### src/oag_pkg.sv
/*
 Constants shared by the operand address generator: addressing modes,
 the mode count, page and reset values and the sequencer states.
 Assumes nothing beyond a SystemVerilog compiler.
*/
package oag_pkg;

	typedef enum logic [4:0] {
		OAG_INHERENT,
		OAG_IMMEDIATE,
		OAG_SHORT_DIRECT,
		OAG_LONG_DIRECT,
		OAG_IDX_NO_OFS,
		OAG_IDX_SHORT,
		OAG_IDX_LONG,
		OAG_IND_SHORT,
		OAG_IND_LONG,
		OAG_IND_IDX_SHORT,
		OAG_IND_IDX_LONG,
		OAG_REL_DIRECT,
		OAG_REL_INDIRECT,
		OAG_BIT_DIRECT,
		OAG_BIT_INDIRECT,
		OAG_BIT_DIRECT_REL,
		OAG_BIT_INDIRECT_REL
	} oag_mode_type;

	localparam int unsigned OAG_MODE_COUNT = 17;
	localparam logic [7:0]  OAG_PAGE_ZERO_HI = 8'h00;
	localparam logic [15:0] OAG_ADDR_RESET = 16'h0000;
	localparam logic [7:0]  OAG_BYTE_RESET = 8'h00;

	typedef enum logic [3:0] {
		OAG_ST_IDLE,
		OAG_ST_FETCH,
		OAG_ST_PTR_LO,
		OAG_ST_PTR_HI,
		OAG_ST_DONE
	} oag_state_type;

endpackage

### src/oag_core.sv
/*
 Operand address generator of an 8-bit core: fetches operand bytes after
 the opcode, reads page-zero pointers and forms the effective address.
 Assumes the opcode decoder supplies mode, index and the address of the
 first operand byte; fetch and data memory answer one cycle after a request.
*/
`timescale 1ns/1ps
module oag_core
	import oag_pkg::*;
(
	input  wire logic         sys_clk,
	input  wire logic         sys_rst,
	input  wire logic         start,
	input  wire oag_mode_type mode,
	input  wire logic         rmw_op,
	input  wire logic [7:0]   index_value,
	input  wire logic [2:0]   bit_select,
	input  wire logic [15:0]  operand_pc,
	output logic              prog_req,
	output logic [15:0]       prog_addr,
	input  wire logic [7:0]   prog_data,
	output logic              data_req,
	output logic [15:0]       data_addr,
	input  wire logic [7:0]   data_data,
	output logic              busy,
	output logic              done,
	output logic              illegal_mode,
	output logic [15:0]       ea_reg,
	output logic [7:0]        imm_reg,
	output logic [2:0]        bit_pos_reg,
	output logic [15:0]       branch_target_reg,
	output logic [15:0]       next_pc_reg,
	output logic [1:0]        extra_bytes_reg
);

	oag_state_type state_reg;
	oag_state_type state_next;
	oag_mode_type  mode_reg;
	logic [1:0]    need_bytes;
	logic          need_ptr;
	logic          need_word;
	logic          short_form;
	logic [1:0]    fetched_reg;
	logic [1:0]    total_reg;
	logic [15:0]   fetch_pc_reg;
	logic [7:0]    op0_reg;
	logic [7:0]    op1_reg;
	logic [7:0]    ptr_lo_reg;
	logic [7:0]    index_reg;
	logic          word_reg;
	logic          ptr_reg;
	logic          pend_fetch_reg;
	logic          pend_ptr_reg;
	logic [15:0]   base_addr;
	logic [15:0]   ea_next;
	logic [7:0]    disp;
	logic [15:0]   after_pc;
	oag_mode_type  cur_mode;
	logic [7:0]    cur_index;
	logic [7:0]    cur_op0;
	logic [7:0]    cur_op1;
	logic [7:0]    cur_ptr;

	oag_mode_table u_table (
		.mode          (start ? mode : mode_reg),
		.operand_bytes (need_bytes),
		.uses_pointer  (need_ptr),
		.word_pointer  (need_word),
		.is_short_form (short_form)
	);

	// Modify ops only exist in short form; refuse a long one
	assign illegal_mode = start && rmw_op && !short_form;

	always_comb begin
		state_next = state_reg;
		unique case (state_reg)
			OAG_ST_IDLE: begin
				if (start && !illegal_mode) begin
					state_next = (need_bytes == 2'd0) ? OAG_ST_DONE : OAG_ST_FETCH;
				end
			end
			OAG_ST_FETCH: begin
				if (pend_fetch_reg && fetched_reg + 2'd1 == total_reg) begin
					state_next = ptr_reg ? OAG_ST_PTR_LO : OAG_ST_DONE;
				end
			end
			OAG_ST_PTR_LO: begin
				if (pend_ptr_reg) begin
					state_next = word_reg ? OAG_ST_PTR_HI : OAG_ST_DONE;
				end
			end
			OAG_ST_PTR_HI: begin
				if (pend_ptr_reg) begin
					state_next = OAG_ST_DONE;
				end
			end
			OAG_ST_DONE: begin
				state_next = OAG_ST_IDLE;
			end
		endcase
	end

	always_ff @(posedge sys_clk) begin
		if (sys_rst) begin
			state_reg <= OAG_ST_IDLE;
		end else begin
			state_reg <= state_next;
		end
	end

	// Latch the request context
	always_ff @(posedge sys_clk) begin
		if (sys_rst) begin
			mode_reg     <= OAG_INHERENT;
			index_reg    <= OAG_BYTE_RESET;
			bit_pos_reg  <= 3'd0;
			total_reg    <= 2'd0;
			word_reg     <= 1'b0;
			ptr_reg      <= 1'b0;
		end else if (state_reg == OAG_ST_IDLE && start && !illegal_mode) begin
			mode_reg     <= mode;
			index_reg    <= index_value;
			bit_pos_reg  <= bit_select;
			total_reg    <= need_bytes;
			word_reg     <= need_word;
			ptr_reg      <= need_ptr;
		end
	end

	// Operand byte fetch; one byte per two cycles, request then capture
	assign prog_req  = (state_reg == OAG_ST_FETCH) && !pend_fetch_reg;
	assign prog_addr = fetch_pc_reg;

	always_ff @(posedge sys_clk) begin
		if (sys_rst) begin
			fetch_pc_reg   <= OAG_ADDR_RESET;
			fetched_reg    <= 2'd0;
			pend_fetch_reg <= 1'b0;
			op0_reg        <= OAG_BYTE_RESET;
			op1_reg        <= OAG_BYTE_RESET;
		end else if (state_reg == OAG_ST_IDLE && start) begin
			fetch_pc_reg   <= operand_pc;
			fetched_reg    <= 2'd0;
			pend_fetch_reg <= 1'b0;
		end else if (prog_req) begin
			pend_fetch_reg <= 1'b1;
		end else if (pend_fetch_reg) begin
			pend_fetch_reg <= 1'b0;
			fetch_pc_reg   <= fetch_pc_reg + 16'h0001;
			fetched_reg    <= fetched_reg + 2'd1;
			if (fetched_reg == 2'd0) begin
				op0_reg <= prog_data;
			end else begin
				op1_reg <= prog_data;
			end
		end
	end

	// Pointers always sit in page zero
	assign data_req  = (state_reg == OAG_ST_PTR_LO || state_reg == OAG_ST_PTR_HI) && !pend_ptr_reg;
	assign data_addr = {OAG_PAGE_ZERO_HI, op0_reg + ((state_reg == OAG_ST_PTR_HI) ? 8'h01 : 8'h00)};

	always_ff @(posedge sys_clk) begin
		if (sys_rst) begin
			pend_ptr_reg <= 1'b0;
			ptr_lo_reg   <= OAG_BYTE_RESET;
		end else if (data_req) begin
			pend_ptr_reg <= 1'b1;
		end else if (pend_ptr_reg) begin
			pend_ptr_reg <= 1'b0;
			if (state_reg == OAG_ST_PTR_LO) begin
				ptr_lo_reg <= data_data;
			end
		end
	end

	// Word pointer stored high byte first; low byte at pointer plus one
	// Bytes landing on the edge into done are forwarded, else results lag one request
	always_comb begin
		cur_mode  = (state_reg == OAG_ST_IDLE) ? mode : mode_reg;
		cur_index = (state_reg == OAG_ST_IDLE) ? index_value : index_reg;
		cur_op0   = (pend_fetch_reg && fetched_reg == 2'd0) ? prog_data : op0_reg;
		cur_op1   = (pend_fetch_reg && fetched_reg == 2'd1) ? prog_data : op1_reg;
		cur_ptr   = (pend_ptr_reg && state_reg == OAG_ST_PTR_LO) ? data_data : ptr_lo_reg;
		base_addr = {OAG_PAGE_ZERO_HI, cur_op0};
		disp      = cur_op0;
		unique case (cur_mode)
			OAG_LONG_DIRECT, OAG_IDX_LONG: base_addr = {cur_op0, cur_op1};
			OAG_IND_SHORT, OAG_IND_IDX_SHORT, OAG_BIT_INDIRECT, OAG_BIT_INDIRECT_REL: begin
				base_addr = {OAG_PAGE_ZERO_HI, cur_ptr};
			end
			OAG_IND_LONG, OAG_IND_IDX_LONG: base_addr = {ptr_lo_reg, data_data};
			OAG_IDX_NO_OFS: base_addr = OAG_ADDR_RESET;
			default: base_addr = {OAG_PAGE_ZERO_HI, cur_op0};
		endcase
		if (cur_mode == OAG_REL_INDIRECT) begin
			disp = cur_ptr;
		end else if (cur_mode == OAG_BIT_DIRECT_REL || cur_mode == OAG_BIT_INDIRECT_REL) begin
			disp = cur_op1;
		end
		ea_next = base_addr;
		unique case (cur_mode)
			OAG_IDX_NO_OFS, OAG_IDX_SHORT, OAG_IDX_LONG, OAG_IND_IDX_SHORT, OAG_IND_IDX_LONG: begin
				ea_next = base_addr + {8'h00, cur_index};
			end
			default: ea_next = base_addr;
		endcase
	end

	assign after_pc = operand_pc + {14'h0000, need_bytes};

	always_ff @(posedge sys_clk) begin
		if (sys_rst) begin
			ea_reg            <= OAG_ADDR_RESET;
			imm_reg           <= OAG_BYTE_RESET;
			branch_target_reg <= OAG_ADDR_RESET;
			next_pc_reg       <= OAG_ADDR_RESET;
			extra_bytes_reg   <= 2'd0;
		end else begin
			if (state_reg == OAG_ST_IDLE && start && !illegal_mode) begin
				next_pc_reg     <= after_pc;
				// Pointer read counts as one more byte of the instruction
				extra_bytes_reg <= need_bytes + (need_ptr ? 2'd1 : 2'd0);
			end
			if (state_next == OAG_ST_DONE && state_reg != OAG_ST_DONE) begin
				ea_reg            <= ea_next;
				imm_reg           <= cur_op0;
				branch_target_reg <= next_pc_reg + {{8{disp[7]}}, disp};
			end
		end
	end

	assign busy = (state_reg != OAG_ST_IDLE);
	assign done = (state_reg == OAG_ST_DONE);
endmodule

### src/oag_mode_table.sv
/*
 Mode table: extra instruction bytes and pointer needs per addressing mode.
 Assumes a legal mode code from the opcode decoder.
*/
`timescale 1ns/1ps
module oag_mode_table
	import oag_pkg::*;
(
	input  wire oag_mode_type mode,
	output logic [1:0]        operand_bytes,
	output logic              uses_pointer,
	output logic              word_pointer,
	output logic              is_short_form
);

	always_comb begin
		operand_bytes = 2'd0;
		uses_pointer  = 1'b0;
		word_pointer  = 1'b0;
		is_short_form = 1'b1;
		unique case (mode)
			OAG_INHERENT, OAG_IDX_NO_OFS: begin
				operand_bytes = 2'd0;
			end
			OAG_IMMEDIATE, OAG_SHORT_DIRECT, OAG_IDX_SHORT, OAG_REL_DIRECT, OAG_BIT_DIRECT: begin
				operand_bytes = 2'd1;
			end
			OAG_LONG_DIRECT, OAG_IDX_LONG: begin
				operand_bytes = 2'd2;
				is_short_form = 1'b0;
			end
			OAG_IND_SHORT, OAG_IND_IDX_SHORT, OAG_REL_INDIRECT, OAG_BIT_INDIRECT: begin
				operand_bytes = 2'd1;
				uses_pointer  = 1'b1;
			end
			OAG_IND_LONG, OAG_IND_IDX_LONG: begin
				operand_bytes = 2'd1;
				uses_pointer  = 1'b1;
				word_pointer  = 1'b1;
				is_short_form = 1'b0;
			end
			OAG_BIT_DIRECT_REL: begin
				operand_bytes = 2'd2;
			end
			OAG_BIT_INDIRECT_REL: begin
				operand_bytes = 2'd2;
				uses_pointer  = 1'b1;
			end
			default: begin
				operand_bytes = 2'd0;
			end
		endcase
	end

endmodule

### config.mk
export PLATFORM = sky130hd
export DESIGN_NAME = oag_core
export DESIGN_NICKNAME = d
export VERILOG_FILES = /design/src/oag_pkg.sv /design/src/oag_core.sv /design/src/oag_mode_table.sv
export SDC_FILE = /design/constraint.sdc
export NUM_CORES = 1
export LEC_CHECK = 0
export BUFFER_PORTS_ARGS = -buffer_cell sky130_fd_sc_hd__buf_4
export CAP_MARGIN = 25
export CORE_ASPECT_RATIO = 1.4
export CORE_MARGIN = 2
export CORE_UTILIZATION = 38
export CTS_CLUSTER_SIZE = 8
export DETAILED_ROUTE_END_ITERATION = 10
export PLACE_DENSITY_LB_ADDON = 0.2
export RECOVER_POWER = 50
export REMOVE_ABC_BUFFERS = 1
export SKIP_LAST_GASP = 1
export SYNTH_ARGS = -nofsm -noshare
export SYNTH_HDL_FRONTEND = slang
export SYNTH_SLANG_ARGS = --single-unit
### constraint.sdc
create_clock -name sys_clk -period 7.59 [get_ports sys_clk]
set_input_delay 0.3795 -clock sys_clk [delete_from_list [all_inputs] [get_ports sys_clk]]
set_output_delay 0.3795 -clock sys_clk [all_outputs]
set_load 0.02 [all_outputs]
======== Yosys cells after proc, flatten, opt, wreduce, memory -nomap -nowiden ========
Index checks and enable logic that the tools add are counted.
cells by class
  $add $sub $neg .......................... 7
  equality and inequality tests ........... 36
  muxes and demuxes ....................... 28
  bitwise logic cells ..................... 4
  reduce and logical (&&, ||, !) cells .... 37
operator list
  cell                   count
  $eq 5x4->1 const B     14
  $mux 16                4
  $pmux 16 s4            1
  $mux 8                 6
  $eq 5x3->1 const B     7
  $pmux 4 s5             1
  $add 16x1->16 const B  1
  $add 16x16->16         1
  $add 16x2->16          1
  $add 16x8->16          1
  $mux 4                 4
  $eq 5x2->1 const B     3
  $logic_and 1x1->1      12
  $reduce_or 4->1        3
  $reduce_or 11->1       1
  $eq 5x5->1 const B     2
  $mux 5                 2
  $mux 3                 3
  $add 8x1->8            1
  $eq 4x2->1 const B     2
  $eq 4x3->1 const B     2
  $reduce_and 4->1       2
  $reduce_or 2->1        4
  $reduce_or 7->1        1
  other kinds (20)       33
storage, ports and cells
  bits in registers ....................... 126
  input bits .............................. 52
  logic and storage cells ................. 131

======== Logic depth before layout (Yosys ltp) ========
  depth in word-level cells ............... 10
  gate-level depth with buffers ........... 19

======== Modules after synthesis ========
From an unflattened synthesis, not the netlist that was laid out.
unflattened totals
  cell total of the unflattened synthesis .. 1015
  area, all modules ....................... 8056.5 µm²
by module, submodules not included
  module          instances  cells each  area an instance (µm²)  seq. area each (µm²)
  oag_core        1          991         7880.1                  2522.4
  oag_mode_table  1          24          176.4                   0.0

======== Worst setup path before layout ========
OpenSTA, ideal clock, no wires.
  kind .................................... register to register
  from .................................... register state_reg[1]
  to ...................................... register branch_target_reg[14]
  arrival time ............................ 3925 ps
  data required time ...................... 7458 ps
  path slack .............................. 3533 ps
  cell stages (with the launch flop) ...... 15
  clock period less this slack ............ 4057 ps
  cell sequence ........................... dfxtp_1 buf_2 nor4_4 inv_2 mux2_2 o22ai_2 mux2_2 mux2i_1 ha_1 or2_2 a21oi_1 a21oi_1 and4_1 o41ai_1 a21oi_1
between the ends
  cells in the longest elaborated chain, start to end .. 7
  elaborated cells between the ends (all ways) .. 23
  those cells by class .................... add/sub (1); eq/ne (9); mux (9); reduce/logical (4)
RTL lines
  element                                          RTL line                         text
  start: declaration                               oag_core.sv:36                   oag_state_type state_reg;
  start signal: assignment                         oag_core.sv:108                  state_reg <= state_next;
  $logic_not 4->1                                  oag_core.sv:77, oag_core.sv:181
  $mux 5                                           oag_core.sv:181                  cur_mode = (state_reg == OAG_ST_IDLE) ? mode : mode_reg;
  $eq 5x4->1 / $eq 5x5->1 (equally long branches)  oag_core.sv:199                  end else if (cur_mode == OAG_BIT_DIRECT_REL || cur_mode == OAG_BIT_INDIRECT_REL) begin
  $logic_or 1x1->1                                 oag_core.sv:199
  $mux 8                                           oag_core.sv:199
  $mux 8                                           oag_core.sv:197                  if (cur_mode == OAG_REL_INDIRECT) begin
  $add 16x16->16                                   oag_core.sv:229                  branch_target_reg <= next_pc_reg + {{8{disp[7]}}, disp};
  end signal: assignment                           oag_core.sv:229
  end: declaration                                 oag_core.sv:31                   output logic [15:0] branch_target_reg,
Parallel ways exist; a longest one is shown, timed or not.
A chain may end at the register's enable or synchronous reset.

======== Worst setup path in the final report ========
Same ends and word-level chain as after synthesis.

==> run metrics <==
violated checks max-capacitance violations, max-slew violations; Post-Syn Area 7800 sq um; CP top delay family multiplexers; Post-synth EDFFs 0; CP Class reg -> reg; H-tree levels 4; area of the core 20300 sq um; DRT Pass-1 Iters 7; most frequently used flop master after synthesis dfxtp_1; Die ar. 21700 sq um; DRC errors left 0; Setup Fix Bufs, Post-CTS 0; std cell rows 62; CP max stage cell clkbuf_1; drt wl/cell 16.3 um; Fin Hold WS 210 ps; Final Instance Area 9350 sq um; Worst EP arrival 5810 ps; RSZ-0062 raised after global routing false; status finished with violations; grt total ovfl 0; most frequent CP cell a21oi_1; yosys warns 0; utilization after layout 46.0%; CTS Hold Buffers Added 0; Gate power share 25.3%; Clock Sinks 126; vias in the first global route 7028; hpwl dp 16500 um; switching share of power between 30% and 40%; crit path capture type register; DRT Wirelength 22000 um; clk_lat worst skew about 420 ps; Iter 0 DRT Violations ~300; Area growth, synth to finish 19.8%; Die Wd 125 um; critical path startpoint category register; Synth Instances 967; Psw 719 uW; achievable clock frequency approximately 0.18 GHz; clock power share 40.5%; Hold Path Class in -> reg; DR vias/cell 5.28; Synth cell types 63; Req. time, crit path 7790 ps; count leader, synth nor2_1; clk buf depth 2; pin count of the biggest net entering global routing 65; port bufs 141; Top Ports 150; post-route antenna net violation count 0; Fin Setup TNS 0 ps; Slew @ Worst Pin 3040 ps; post-synthesis sequential area ratio 32.3%; number of buffers and inverters on the critical path 2; VDD IR-drop max 0.157 mV; Internal Power 1.53 mW; final setup fails 0; vias a little over 7000; static leakage 3.65 nW; first-pass GRT wire length 36000 um; most common library cells after synthesis nor2_1, dfxtp_1, nand2_1; Syn Area/Cell 8.07 sq um; layout cell share with drive strength beyond 1 10.8%; cts repair resizes 0; nets@finish 1170; Initial Util 38.4%; Clock Skew around 7.1 ps; Yosys reg bits around 130; die height 174 um; CP cell instances nor4_1 -> clkbuf_1 -> inv_2 -> mux2_2 -> o22ai_2 -> mux2_2 -> mux2i_1 -> ha_1 -> or2_2 -> a21oi_1 -> a21oi_1 -> and4_1 -> o41ai_1 -> a21oi_1; Max-Cap Viols 2; RD Place Congestion 0.883; crit-path max FO 22; Tot GR Track Use 20.4%; Clock Pin Slew Worst Setup and Hold Paths 60 ps; PD cells around 240 nW/um^2; initial antenna violation count 1; final hold vios 0; Critical Path Max Stage Delay 820 ps; final period utilization 74.0%; TritonCTS clock tree built; Synth top area share between 30% and 40%; post-route minimum period 5620 ps; main area contributors after synthesis dfxtp_1, mux2i_1, nor2_1; max-slew violations 119; Post-synth ARST share 0%; Clock Root Buffer clkbuf_16; clock buffer count from CTS 17; Placed Area 9020 sq um; largest area contributor in the netlist dfxtp_1; Flop pwr share 34.2%; Slew headroom -103%
-- cell families (layout without fill, tap and decap cells) --
family | after synthesis | after routing | share of synthesized area [%]
muxes | 85 | 85 | 11.3
DFF | 126 | 126 | 32.3
and+or+nand+nor | 363 | 363 | 21.0
xor gates and xnor gates | 65 | 65 | 7.39
adders and majority gates | 34 | 34 | 5.74
buffers and inverters | 75 | 198 | 4.31
other | 1 | 9 | 0.0481
AOI/OAI and AO/OA | 218 | 218 | 17.8
-- worst register-to-register path, stage by stage (launching register included) --
cell      delay, ps
dfxtp_1         390
nor4_1          320
clkbuf_1        820
inv_2           410
mux2_2          400
o22ai_2         440
mux2_2          400
mux2i_1         650
ha_1            420
or2_2           290
a21oi_1         140
a21oi_1          90
and4_1          220
o41ai_1         340
a21oi_1         100
-- final cells by class --
cell class	count	area, sq um
Antenna cell	1	2.50
Clock buffer	22	474
Clock inverter	10	184
Fill cell	2133	11000
Inverter	15	56.3
Multi-Input combinational cell	773	4970
Sequential cell	126	2520
Tap cell	256	320
Timing Repair Buffer	151	822
-- power by group through the flow --
stage / clock network [mW] / logic (mW) / registers, mW
3_5_place_dp: 0 / 0.608 / 0.786
5_1_grt: 0.959 / 0.637 / 0.779
3_3_place_gp: 0 / 0.602 / 0.788
6_report: 0.912 / 0.570 / 0.770
2_1_floorplan: 0 / 0.350 / 0.822
4_1_cts: 0.930 / 0.610 / 0.773
-- cells in the final DEF (no fill, tap or decap), types with 11 or more instances in the layout --
cell type,instances
nor2_1,137
dfxtp_1,126
nand2_1,119
clkbuf_1,85
a21oi_1,83
mux2i_1,76
buf_4,68
a211oi_1,41
xnor2_1,35
o21ai_0,35
ha_1,31
xor2_1,29
nand3_1,17
nor3_1,17
clkbuf_16,17
inv_1,14
nand2b_1,12
nand4_1,11
-- metal layers --
metal  vias to the layer above  track usage (%)  wire length [um]  part of all wire (%)
met5                         -                0                 0                     0
met4                         0             7.08               476                   2.2
met3                        30             4.88              1070                   4.8
met2                       150             36.7             11300                    52
met1                      3320             23.6              9140                    41
li1                       3646                -                 -                     -
-- final timing paths --
kind	startpoint	end	slack, ps	cells past startpoint
hold / removal	bit_select[0]	bit_pos_reg[0]$_SDFFE_PP0P_	210	3
setup reg to reg	state_reg[1]$_SDFF_PP0_	branch_target_reg[14]$_SDFFE_PP0P_	1970	14
setup / recovery	state_reg[1]$_SDFF_PP0_	branch_target_reg[14]$_SDFFE_PP0P_	1970	14
hold reg to reg	ea_reg[1]$_SDFFE_PP0P_	ea_reg[1]$_SDFFE_PP0P_	450	2
-- metrics by stage --
step                cells  power (mW)  setup WS (ps)
finish               1354        2.25           1970
global route         1354        2.38           1300
CTS                  1353        2.31           2790
detailed placement   1321        1.39           2800
global placement     1321        1.39           2880
floorplan             914        1.17           2810
No activity file was read; power rests on OpenSTA's default activity.
